<file path="src/design/atc_pkg.sv">
// register map, field positions and encodings of the timer clock and interrupt block
package atc_pkg;
  localparam int ADDR_W = 12;
  localparam int IDX_W = 10;
  localparam int DATA_W = 32;
  localparam int IRQ_W = 3;
  localparam int N_HOLD = 5;
  localparam int DIV_W = 10;

  // register indices; byte address is four times the index
  localparam logic [IDX_W-1:0] IDX_FLAGS = 10'h037;
  localparam logic [IDX_W-1:0] IDX_GTC = 10'h043;
  localparam logic [IDX_W-1:0] IDX_MASK = 10'h070;
  localparam logic [IDX_W-1:0] IDX_CTRL_A = 10'h0B0;
  localparam logic [IDX_W-1:0] IDX_CTRL_B = 10'h0B1;
  localparam logic [IDX_W-1:0] IDX_COUNT = 10'h0B2;
  localparam logic [IDX_W-1:0] IDX_CMP_A = 10'h0B3;
  localparam logic [IDX_W-1:0] IDX_CMP_B = 10'h0B4;
  localparam logic [IDX_W-1:0] IDX_ASYNC_STATUS_REGISTER = 10'h0B6;

  // flag and mask bit positions
  localparam int FLAG_OVF = 0;
  localparam int FLAG_CMP_A = 1;
  localparam int FLAG_CMP_B = 2;

  // async status register: bits 7:5 configuration, bits 4:0 update busy
  localparam int ASYNC_STATUS_REGISTER_CFG_LSB = 5;
  localparam int CFG_AS = 0;
  localparam int CFG_EXT = 1;
  localparam int CFG_ALT = 2;

  localparam int GTC_PSR = 1;
  localparam int CTRL_B_FORCE_A = 7;
  localparam int CTRL_B_WGM2 = 3;
  localparam int CTRL_A_WGM_LSB = 0;
  localparam int CTRL_A_COM_A_LSB = 6;
  localparam logic [7:0] CTRL_B_STORE_MASK = 8'h3F;

  // holding register slots, ordered as the busy bits
  localparam int HOLD_CTRL_B = 0;
  localparam int HOLD_CTRL_A = 1;
  localparam int HOLD_CMP_B = 2;
  localparam int HOLD_CMP_A = 3;
  localparam int HOLD_COUNT = 4;
  localparam logic [1:0] EDGE_LAST = 2'h1;

  localparam logic [7:0] RESET_BYTE = 8'h00;
  localparam logic [7:0] COUNT_MAX = 8'hFF;
  localparam logic [7:0] COUNT_BOTTOM = 8'h00;

  localparam logic [2:0] WGM_NORMAL = 3'h0;
  localparam logic [2:0] WGM_PC_FF = 3'h1;
  localparam logic [2:0] WGM_CTC = 3'h2;
  localparam logic [2:0] WGM_FAST_FF = 3'h3;
  localparam logic [2:0] WGM_PC_TOP = 3'h5;
  localparam logic [2:0] WGM_FAST_TOP = 3'h7;

  localparam logic [1:0] COM_OFF = 2'h0;
  localparam logic [1:0] COM_TOGGLE = 2'h1;
  localparam logic [1:0] COM_CLEAR = 2'h2;
  localparam logic [1:0] COM_SET = 2'h3;

  localparam logic [2:0] CS_STOP = 3'h0;
  localparam logic [2:0] CS_DIV1 = 3'h1;
  localparam logic [2:0] CS_DIV8 = 3'h2;
  localparam logic [2:0] CS_DIV32 = 3'h3;
  localparam logic [2:0] CS_DIV64 = 3'h4;
  localparam logic [2:0] CS_DIV128 = 3'h5;
  localparam logic [2:0] CS_DIV256 = 3'h6;
  localparam logic [DIV_W-1:0] MASK_DIV1 = 10'h000;
  localparam logic [DIV_W-1:0] MASK_DIV8 = 10'h007;
  localparam logic [DIV_W-1:0] MASK_DIV32 = 10'h01F;
  localparam logic [DIV_W-1:0] MASK_DIV64 = 10'h03F;
  localparam logic [DIV_W-1:0] MASK_DIV128 = 10'h07F;
  localparam logic [DIV_W-1:0] MASK_DIV256 = 10'h0FF;
  localparam logic [DIV_W-1:0] MASK_DIV1024 = 10'h3FF;

  typedef enum {
    SEL_NONE, SEL_FLAGS, SEL_GTC, SEL_MASK, SEL_CTRL_A, SEL_CTRL_B,
    SEL_COUNT, SEL_CMP_A, SEL_CMP_B, SEL_ASYNC_STATUS_REGISTER
  } atc_sel_t;
endpackage : atc_pkg

</file>
<file path="src/design/atc_timer2_ctrl.sv">
// timer clock selection, prescaler, interrupt flags and channel a output with apb registers
//
// Summary of operation
// i/o clock default, async select uses pins
// oscillator pin source, pin pair claimed
// external clock accepted on oscillator pin
// alternate select uses alternate clock pin
// source, oscillator, pin claims per table
// prescale 1,8,32,64,128,256,1024 or stop
// prescaler reset bit restarts prescaler
// mask and flag bits 7:3 zero
// compare b irq needs mask, global, flag
// compare a irq needs mask, global, flag
// overflow irq needs mask, global, flag
// compare b match sets flag 2
// compare a match sets flag 1
// vector acknowledge clears its flag
// writing one clears a flag
// overflow flag, phase correct at bottom
// nonzero output mode overrides port pin
// output mode toggle, clear, set
// three waveform bits select counting mode
// async writes held, commit after two edges
// cpu clock above four times oscillator
// async pins synchronised before use
//
// The implementer's own choice: the APB slave port.
`timescale 1ns/10ps
module atc_timer2_ctrl #(
  parameter int PRESC_BITS = 10
) (
  input wire logic pclk,
  input wire logic presetn,
  input wire logic psel,
  input wire logic penable,
  input wire logic pwrite,
  input wire logic [atc_pkg::ADDR_W-1:0] paddr,
  input wire logic [atc_pkg::DATA_W-1:0] pwdata,
  output logic [atc_pkg::DATA_W-1:0] prdata,
  output logic pready,
  output logic pslverr,
  input wire logic osc_input_pin,
  input wire logic alternate_clock_pin,
  input wire logic cpu_global_irq_enable,
  input wire logic [atc_pkg::IRQ_W-1:0] irq_vector_ack,
  input wire logic channel_a_direction_out,
  output logic [atc_pkg::IRQ_W-1:0] irq_request,
  output logic channel_a_output,
  output logic channel_a_output_enable,
  output logic osc_enable,
  output logic osc_input_pin_claimed,
  output logic osc_output_pin_claimed,
  output logic alternate_clock_pin_claimed
);
  if (PRESC_BITS < atc_pkg::DIV_W) begin : g_check
    $error("PRESC_BITS too small for divide by 1024");
  end

  typedef struct packed {
    logic [2:0] flags;
    logic [2:0] mask;
    logic [7:0] ctrl_a;
    logic [7:0] ctrl_b;
    logic [7:0] count;
    logic [7:0] cmp_a;
    logic [7:0] cmp_b;
    logic [2:0] cfg;
    logic [atc_pkg::N_HOLD-1:0] busy;
    logic [atc_pkg::N_HOLD-1:0][7:0] hold;
    logic [atc_pkg::N_HOLD-1:0][1:0] edges;
    logic [PRESC_BITS-1:0] presc;
    logic count_down, block_match, out_a;
    logic [1:0] pin_s1, pin_s2, pin_s3;
    logic [atc_pkg::DATA_W-1:0] rdata;
    logic err;
  } atc_state_t;

  atc_state_t s_reg, s_next;

  function automatic atc_pkg::atc_sel_t atc_decode(input logic [atc_pkg::ADDR_W-1:0] a);
    case (a[atc_pkg::ADDR_W-1:2])
      atc_pkg::IDX_FLAGS: atc_decode = atc_pkg::SEL_FLAGS;
      atc_pkg::IDX_GTC: atc_decode = atc_pkg::SEL_GTC;
      atc_pkg::IDX_MASK: atc_decode = atc_pkg::SEL_MASK;
      atc_pkg::IDX_CTRL_A: atc_decode = atc_pkg::SEL_CTRL_A;
      atc_pkg::IDX_CTRL_B: atc_decode = atc_pkg::SEL_CTRL_B;
      atc_pkg::IDX_COUNT: atc_decode = atc_pkg::SEL_COUNT;
      atc_pkg::IDX_CMP_A: atc_decode = atc_pkg::SEL_CMP_A;
      atc_pkg::IDX_CMP_B: atc_decode = atc_pkg::SEL_CMP_B;
      atc_pkg::IDX_ASYNC_STATUS_REGISTER: atc_decode = atc_pkg::SEL_ASYNC_STATUS_REGISTER;
      default: atc_decode = atc_pkg::SEL_NONE;
    endcase
  endfunction : atc_decode

  function automatic logic atc_com_apply(input logic [1:0] com, input logic cur);
    case (com)
      atc_pkg::COM_TOGGLE: atc_com_apply = ~cur;
      atc_pkg::COM_CLEAR: atc_com_apply = 1'b0;
      atc_pkg::COM_SET: atc_com_apply = 1'b1;
      default: atc_com_apply = cur;
    endcase
  endfunction : atc_com_apply

  function automatic logic [atc_pkg::DIV_W-1:0] atc_div_mask(input logic [2:0] cs);
    case (cs)
      atc_pkg::CS_DIV1: atc_div_mask = atc_pkg::MASK_DIV1;
      atc_pkg::CS_DIV8: atc_div_mask = atc_pkg::MASK_DIV8;
      atc_pkg::CS_DIV32: atc_div_mask = atc_pkg::MASK_DIV32;
      atc_pkg::CS_DIV64: atc_div_mask = atc_pkg::MASK_DIV64;
      atc_pkg::CS_DIV128: atc_div_mask = atc_pkg::MASK_DIV128;
      atc_pkg::CS_DIV256: atc_div_mask = atc_pkg::MASK_DIV256;
      default: atc_div_mask = atc_pkg::MASK_DIV1024;
    endcase
  endfunction : atc_div_mask

  atc_pkg::atc_sel_t sel;
  logic bus_wr, bus_setup, async_on, src_pin_edge, source_tick, timer_tick;
  logic is_fast, is_pc, is_nonpwm, match_a, match_b, force_a, psr_wr, down_nx, out_nx;
  logic [1:0] pin_edge, com_a;
  logic [2:0] wgm, set_ev, flag_clr;
  logic [7:0] top, cnt_nx;
  logic [atc_pkg::N_HOLD-1:0] wr_tgt, commit, apply_en;
  logic [atc_pkg::N_HOLD-1:0][7:0] apply_val;
  logic [atc_pkg::DATA_W-1:0] rd_mux;

  assign sel = atc_decode(paddr);
  assign bus_wr = psel & penable & pwrite;
  assign bus_setup = psel & ~penable;
  assign async_on = s_reg.cfg[atc_pkg::CFG_AS];
  // edges seen only on the second and third stage
  assign pin_edge = s_reg.pin_s2 & ~s_reg.pin_s3;
  // alternate select low picks oscillator pin, R03 R04 pick pin
  assign src_pin_edge = s_reg.cfg[atc_pkg::CFG_ALT] ? pin_edge[1] : pin_edge[0];
  // i/o clock unless async select
  assign source_tick = async_on ? src_pin_edge : 1'b1;
  // prescaler tap select, stop gives no tick
  assign timer_tick = (s_reg.ctrl_b[2:0] != atc_pkg::CS_STOP) & source_tick
    & ((s_reg.presc[atc_pkg::DIV_W-1:0] & atc_div_mask(s_reg.ctrl_b[2:0]))
       == atc_div_mask(s_reg.ctrl_b[2:0]));
  // mode from three waveform bits
  assign wgm = {s_reg.ctrl_b[atc_pkg::CTRL_B_WGM2], s_reg.ctrl_a[atc_pkg::CTRL_A_WGM_LSB +: 2]};
  assign com_a = s_reg.ctrl_a[atc_pkg::CTRL_A_COM_A_LSB +: 2];
  assign is_fast = (wgm == atc_pkg::WGM_FAST_FF) | (wgm == atc_pkg::WGM_FAST_TOP);
  assign is_pc = (wgm == atc_pkg::WGM_PC_FF) | (wgm == atc_pkg::WGM_PC_TOP);
  assign is_nonpwm = (wgm == atc_pkg::WGM_NORMAL) | (wgm == atc_pkg::WGM_CTC);
  assign top = ((wgm == atc_pkg::WGM_CTC) | (wgm == atc_pkg::WGM_PC_TOP)
    | (wgm == atc_pkg::WGM_FAST_TOP)) ? s_reg.cmp_a : atc_pkg::COUNT_MAX;
  // compare matches, blocked after a counter write
  assign match_a = (s_reg.count == s_reg.cmp_a) & ~s_reg.block_match;
  assign match_b = (s_reg.count == s_reg.cmp_b) & ~s_reg.block_match;
  // prescaler reset strobe
  assign psr_wr = bus_wr & (sel == atc_pkg::SEL_GTC) & pwdata[atc_pkg::GTC_PSR];

  assign wr_tgt[atc_pkg::HOLD_CTRL_B] = bus_wr & (sel == atc_pkg::SEL_CTRL_B);
  assign wr_tgt[atc_pkg::HOLD_CTRL_A] = bus_wr & (sel == atc_pkg::SEL_CTRL_A);
  assign wr_tgt[atc_pkg::HOLD_CMP_B] = bus_wr & (sel == atc_pkg::SEL_CMP_B);
  assign wr_tgt[atc_pkg::HOLD_CMP_A] = bus_wr & (sel == atc_pkg::SEL_CMP_A);
  assign wr_tgt[atc_pkg::HOLD_COUNT] = bus_wr & (sel == atc_pkg::SEL_COUNT);

  // writes go straight in synchronously, via holding slots when async
  for (genvar i = 0; i < atc_pkg::N_HOLD; i++) begin : g_hold
    assign commit[i] = s_reg.busy[i] & src_pin_edge & (s_reg.edges[i] == atc_pkg::EDGE_LAST);
    assign apply_en[i] = async_on ? commit[i] : wr_tgt[i];
    assign apply_val[i] = async_on ? s_reg.hold[i] : pwdata[7:0];
  end

  assign force_a = apply_en[atc_pkg::HOLD_CTRL_B] & is_nonpwm
    & apply_val[atc_pkg::HOLD_CTRL_B][atc_pkg::CTRL_B_FORCE_A];
  // one clears, R14 vector acknowledge clears
  assign flag_clr = ((bus_wr & (sel == atc_pkg::SEL_FLAGS)) ? pwdata[2:0] : 3'h0) | irq_vector_ack;

  // counter, direction, overflow and channel a waveform
  always_comb begin
    cnt_nx = s_reg.count;
    down_nx = s_reg.count_down;
    out_nx = s_reg.out_a;
    set_ev = 3'h0;
    if (timer_tick) begin
      case (wgm)
        atc_pkg::WGM_NORMAL, atc_pkg::WGM_CTC, atc_pkg::WGM_FAST_FF, atc_pkg::WGM_FAST_TOP: begin
          cnt_nx = (s_reg.count == top) ? atc_pkg::COUNT_BOTTOM : s_reg.count + 8'h01;
          // overflow at max, or at top in fast pwm
          set_ev[atc_pkg::FLAG_OVF] = is_fast ? (s_reg.count == top)
            : (s_reg.count == atc_pkg::COUNT_MAX);
        end
        atc_pkg::WGM_PC_FF, atc_pkg::WGM_PC_TOP: begin
          if (!s_reg.count_down) begin
            if (s_reg.count == top) begin
              down_nx = 1'b1;
              cnt_nx = s_reg.count - 8'h01;
            end else begin
              cnt_nx = s_reg.count + 8'h01;
            end
          end else if (s_reg.count == atc_pkg::COUNT_BOTTOM) begin
            // turn at bottom raises overflow
            down_nx = 1'b0;
            cnt_nx = s_reg.count + 8'h01;
            set_ev[atc_pkg::FLAG_OVF] = 1'b1;
          end else begin
            cnt_nx = s_reg.count - 8'h01;
          end
        end
        default: begin
          cnt_nx = s_reg.count;
        end
      endcase
      set_ev[atc_pkg::FLAG_CMP_A] = match_a;
      set_ev[atc_pkg::FLAG_CMP_B] = match_b;
      // waveform action on match
      if (is_nonpwm) begin
        if (match_a) begin
          out_nx = atc_com_apply(com_a, s_reg.out_a);
        end
      end else if (is_fast) begin
        if (match_a) begin
          out_nx = (com_a == atc_pkg::COM_TOGGLE) ? (s_reg.ctrl_b[atc_pkg::CTRL_B_WGM2]
            ^ s_reg.out_a) : atc_com_apply(com_a, s_reg.out_a);
        end
        if (s_reg.count == top) begin
          if (com_a == atc_pkg::COM_CLEAR) begin
            out_nx = 1'b1;
          end else if (com_a == atc_pkg::COM_SET) begin
            out_nx = 1'b0;
          end
        end
      end else if (is_pc & match_a) begin
        if (com_a == atc_pkg::COM_CLEAR) begin
          out_nx = s_reg.count_down;
        end else if (com_a == atc_pkg::COM_SET) begin
          out_nx = ~s_reg.count_down;
        end else if (com_a == atc_pkg::COM_TOGGLE) begin
          out_nx = s_reg.ctrl_b[atc_pkg::CTRL_B_WGM2] ^ s_reg.out_a;
        end
      end
    end
    if (force_a) begin
      out_nx = atc_com_apply(com_a, out_nx);
    end
  end

  // read mux, reserved bits zero
  always_comb begin
    rd_mux = '0;
    case (sel)
      atc_pkg::SEL_FLAGS: rd_mux[2:0] = s_reg.flags;
      atc_pkg::SEL_MASK: rd_mux[2:0] = s_reg.mask;
      atc_pkg::SEL_CTRL_A: rd_mux[7:0] = s_reg.ctrl_a;
      atc_pkg::SEL_CTRL_B: rd_mux[7:0] = s_reg.ctrl_b;
      atc_pkg::SEL_COUNT: rd_mux[7:0] = s_reg.count;
      atc_pkg::SEL_CMP_A: rd_mux[7:0] = s_reg.cmp_a;
      atc_pkg::SEL_CMP_B: rd_mux[7:0] = s_reg.cmp_b;
      atc_pkg::SEL_ASYNC_STATUS_REGISTER: rd_mux[7:0] = {s_reg.cfg, s_reg.busy};
      default: rd_mux = '0;
    endcase
  end

  always_comb begin
    s_next = s_reg;
    // two flop synchronisers on clock pins
    s_next.pin_s1 = {alternate_clock_pin, osc_input_pin};
    s_next.pin_s2 = s_reg.pin_s1;
    s_next.pin_s3 = s_reg.pin_s2;
    // reset wins over counting
    if (psr_wr) begin
      s_next.presc = '0;
    end else if (source_tick) begin
      s_next.presc = s_reg.presc + 1'b1;
    end
    s_next.count = cnt_nx;
    s_next.count_down = down_nx;
    s_next.out_a = out_nx;
    if (timer_tick) begin
      s_next.block_match = 1'b0;
    end
    // set wins over R14 R15 clear
    s_next.flags = (s_reg.flags & ~flag_clr) | set_ev;
    if (bus_wr & (sel == atc_pkg::SEL_MASK)) begin
      s_next.mask = pwdata[2:0];
    end
    // async configuration bits
    if (bus_wr & (sel == atc_pkg::SEL_ASYNC_STATUS_REGISTER)) begin
      s_next.cfg = pwdata[atc_pkg::ASYNC_STATUS_REGISTER_CFG_LSB +: 3];
    end
    // holding slots count two source edges
    for (int i = 0; i < atc_pkg::N_HOLD; i++) begin
      if (commit[i]) begin
        s_next.busy[i] = 1'b0;
      end else if (s_reg.busy[i] & src_pin_edge) begin
        s_next.edges[i] = s_reg.edges[i] + 2'h1;
      end
      if (async_on & wr_tgt[i]) begin
        s_next.hold[i] = pwdata[7:0];
        s_next.busy[i] = 1'b1;
        s_next.edges[i] = 2'h0;
      end
      if (!async_on) begin
        s_next.busy[i] = 1'b0;
      end
    end
    if (apply_en[atc_pkg::HOLD_CTRL_B]) begin
      s_next.ctrl_b = apply_val[atc_pkg::HOLD_CTRL_B] & atc_pkg::CTRL_B_STORE_MASK;
    end
    if (apply_en[atc_pkg::HOLD_CTRL_A]) begin
      s_next.ctrl_a = apply_val[atc_pkg::HOLD_CTRL_A];
    end
    if (apply_en[atc_pkg::HOLD_CMP_B]) begin
      s_next.cmp_b = apply_val[atc_pkg::HOLD_CMP_B];
    end
    if (apply_en[atc_pkg::HOLD_CMP_A]) begin
      s_next.cmp_a = apply_val[atc_pkg::HOLD_CMP_A];
    end
    if (apply_en[atc_pkg::HOLD_COUNT]) begin
      s_next.count = apply_val[atc_pkg::HOLD_COUNT];
      s_next.block_match = 1'b1;
    end
    if (bus_setup) begin
      s_next.rdata = rd_mux;
      s_next.err = (sel == atc_pkg::SEL_NONE);
    end
  end

  always_ff @(posedge pclk or negedge presetn) begin
    if (!presetn) begin
      s_reg <= '0;
    end else begin
      s_reg <= s_next;
    end
  end

  assign prdata = s_reg.rdata;
  assign pready = 1'b1;
  assign pslverr = psel & penable & s_reg.err;
  // request needs flag, mask and global enable
  assign irq_request = s_reg.flags & s_reg.mask & {atc_pkg::IRQ_W{cpu_global_irq_enable}};
  assign channel_a_output = s_reg.out_a;
  // override and driver enable
  assign channel_a_output_enable = (com_a != atc_pkg::COM_OFF) & channel_a_direction_out;
  // oscillator and pin claims
  assign osc_enable = async_on & ~s_reg.cfg[atc_pkg::CFG_EXT];
  assign osc_input_pin_claimed = async_on
    & ~(s_reg.cfg[atc_pkg::CFG_EXT] & s_reg.cfg[atc_pkg::CFG_ALT]);
  assign osc_output_pin_claimed = async_on & ~s_reg.cfg[atc_pkg::CFG_EXT];
  assign alternate_clock_pin_claimed = async_on & s_reg.cfg[atc_pkg::CFG_ALT];
endmodule : atc_timer2_ctrl

</file>
<file path="config.mk">
export PLATFORM = sky130hd
export DESIGN_NAME = atc_timer2_ctrl
export DESIGN_NICKNAME = d
export VERILOG_FILES = /design/src/design/atc_pkg.sv /design/src/design/atc_timer2_ctrl.sv
export SDC_FILE = /design/constraint.sdc
export NUM_CORES = 1
export LEC_CHECK = 0
export BUFFER_PORTS_ARGS = -buffer_cell sky130_fd_sc_hd__buf_2
export CORE_ASPECT_RATIO = 1.25
export CORE_MARGIN = 3
export CORE_UTILIZATION = 30
export DETAILED_ROUTE_END_ITERATION = 6
export GPL_TIMING_DRIVEN = 0
export PLACE_DENSITY_LB_ADDON = 0.05
export SLEW_MARGIN = 0
export SYNTH_ARGS = -nofsm -noshare
export SYNTH_HDL_FRONTEND = slang
export SYNTH_SLANG_ARGS = --single-unit
</file>
<file path="constraint.sdc">
create_clock -name pclk -period 2.1 [get_ports pclk]
set_clock_uncertainty 0.1 [all_clocks]
set_input_delay 0.105 -clock pclk [delete_from_list [all_inputs] [get_ports pclk]]
set_output_delay 0.105 -clock pclk [all_outputs]
set_load 0.05 [all_outputs]
</file>
==> out/metrics.yaml <==
clock_sinks: 129
reg2reg_to: "s_reg[130]$_DFFE_PN0P_"
hold_slack_ns: 0.0297
layout_common_cells: "nand2_1 (126), dfrtp_1 (122), buf_4 (78)"
crit_required_ns: 2.30
track_usage: 0.193
num_rows: 64
drv_cap: 0
ant_nets: 0
die_w_um: 148
cpMostUsedCell: "buf_6"
status: "finished, violations left"
setup_viol: 11
grt_pass1_vias: 6603
n_fill_cell: 2521
crit_arrival_ns: 2.69
drt_wl_total_mm: 26.1
grt_max_degree: 87
diodes: 0
drc: 0
peakVddDrop_mv: 0.533
drt-pass1-iter-count: 5
start_util: 0.308
worst_setup_path_start_kind: "flip-flop"
synthArstFlopShare: 1.00
yosysWarnings: 0
min_from: "pwdata[1]"
critPathBufInv: 2
min_path_type: "primary input to flip-flop"
syn2layout_area_growth_pct: 30.8
critPathTopFamily: "compound AO/OA/AOI/OAI gates"
synth_seq_area_share: 0.425
hpwl_mm: 18.8
layout_commonest_cell: "nand2_1"
numCtsBuffers: 17
dp_cells: 1202
hold_path_depth: 2
htreeDepth: 4
drive_above_1_share: 0.327
cts-root-buf: "clkbuf_16"
setup.worst_path.end_class: "flip-flop"
synthesis.area_mm2: 0.00759
clock_latency_ns: 0.44
crit_chain: "nor2b_4 -> a2111o_1 -> or2_0 -> buf_6 -> o31a_1 -> buf_6 -> a2111oi_4 -> a211oi_1"
coreArea_mm2: 0.0247
power.density_mw_per_mm2: 630
clockBufferDepth: 2
cts_tree: "done"
worst-r2r-cell-count: 8
fin_nets: 1007
tns_ns: -2.94
relSlewSlack: 0.471
violations: "negative setup slack"
cp_max_fo: 6
avgViaCountPerCell: 5.11
largest_reg_flops: 113
syn_inst: 804
drt_iter0_markers: 361
grt_remaining_overflow: 0
gp_congestion: 0.844
max_stage_delay_ns: 0.45
worstHoldEndpoint: "s_reg[71]$_DFFE_PN0P_"
clk_pin_slew_ns: 0.06
synth_edf_count: 0
die_height_um: 184
cpMaxStageDelayCell: "a2111o_1"
grt_pass1_wl_mm: 40.0
pre_cts_ws_ns: -0.889
synthFlopType: "dfrtp_1"
fin_util: 0.403
fmax_mhz: 402
synth.distinct_cells: 79
fin_cells: 1285
port_buffers: 44
design.die.area_mm2: 0.0273
rsz0062_at_grt: "yes"
r2r_start: "s_reg[123]$_DFFE_PN0P_"
min_period_over_period: 1.18
postSynthAreaPerCell_um2: 9.45
final_area_mm2: 0.00993
drt-wirelength-per-cell_um: 20.3
pin_count: 99
power_mw: 6.26
worst_pin_slew_ns: 0.793
place_area_mm2: 0.00844
via_count: 6570
drv_slew: 0
hold_viol_final: 0
leakagePower_nw: 4.47
finalCriticalPeriod_ns: 2.49
path_class: "flip-flop to flip-flop"
antenna_found_initial: 0
ys_ff_latch: 129
r2r_slack_ns: -0.39
layout_setup_ws_ns: -0.388
[Yosys cell counts (all sizes together) (6+ instances only)]
cell type / number / area [um2]
a211oi: 8 / 65.1
a21boi: 6 / 45.0
a21o: 9 / 67.6
a21oi: 37 / 189
a221oi: 12 / 105
a31oi: 12 / 75.1
and3: 12 / 75.1
buf: 56 / 384
clkbuf: 20 / 75.1
dfrtp: 129 / 3230
ha: 9 / 113
inv: 23 / 86.3
mux2: 59 / 664
mux2i: 11 / 110
nand2: 132 / 500
nand2b: 15 / 93.8
nand3: 24 / 120
nand4: 17 / 113
nor2: 49 / 184
nor2b: 8 / 52.6
nor3: 12 / 70.1
nor4: 10 / 92.6
o21ai: 23 / 123
o22ai: 6 / 37.5
xnor2: 17 / 149
xor2: 11 / 96.3
[power breakdown]
group	switching, mW	internal, mW	leakage [nW]	total, mW
clock	1.37	1.59	0.289	2.97
combinational	0.417	0.219	2.59	0.635
sequential	0.0872	2.57	1.59	2.66
total	1.88	4.38	4.47	6.26
[per-layer routing]
metal  GRT usage  wire (um)
met5           0          0
met3      0.0291        795
met4      0.0551        443
met1       0.244      11500
met2       0.341      13400
[area by class of cell]
| type | instances | area (um2) | share of cell area |
|---|---|---|---|
| Inverter | 23 | 90.1 | 0.00907 |
| Clock inverter | 15 | 166 | 0.0168 |
| Timing Repair Buffer | 101 | 763 | 0.0768 |
| Clock buffer | 17 | 425 | 0.0428 |
| Multi-Input combinational cell | 599 | 4310 | 0.434 |
| Sequential cell | 129 | 3240 | 0.326 |
| Tap cell | 330 | 413 | 0.0416 |
| Buffer | 71 | 529 | 0.0533 |
[logic make-up (layout without fill, tap and decap cells)]
kind of cell               Yosys count  count (layout)  synth area share
buffers and inverters               99             227            0.0718
and+or+nand+nor                    308             308             0.199
AOI/OAI and AO/OA                  159             159             0.154
other                                2              25          0.000989
muxes                               70              70             0.102
xor gates and xnor gates            28              28            0.0323
adders and majority gates            9               9            0.0148
DFF                                129             129             0.425
[worst max path at each step]
stage / start / endpoint / slack [ns] / cells past startpoint
detailed placement: async_on$_DFFE_PN0P_ / s_reg[133]$_DFFE_PN0P_ / -0.89 / 6
finish: s_reg[123]$_DFFE_PN0P_ / s_reg[130]$_DFFE_PN0P_ / -0.39 / 8
global placement: presetn / s_reg[99]$_DFFE_PN0P_ / -1.13 / 1
floorplan: s_reg[126]$_DFFE_PN0P_ / s_reg[130]$_DFFE_PN0P_ / -0.19 / 8
global route: s_reg[123]$_DFFE_PN0P_ / s_reg[130]$_DFFE_PN0P_ / -0.44 / 8
CTS: s_reg[123]$_DFFE_PN0P_ / s_reg[128]$_DFFE_PN0P_ / -0.38 / 8
[repair_timing]
action | in CTS | in global routing
gates resized for setup | 72 | 42
hold endpoints to repair | 106 | 0
buffers inserted | 22 | 23
endpoints found under the setup margin | 90 | 69
cloned | 0 | 0
hold buffers | 11 | 0
pin swaps | 19 | 15
(Power assumes the default switching activity.)
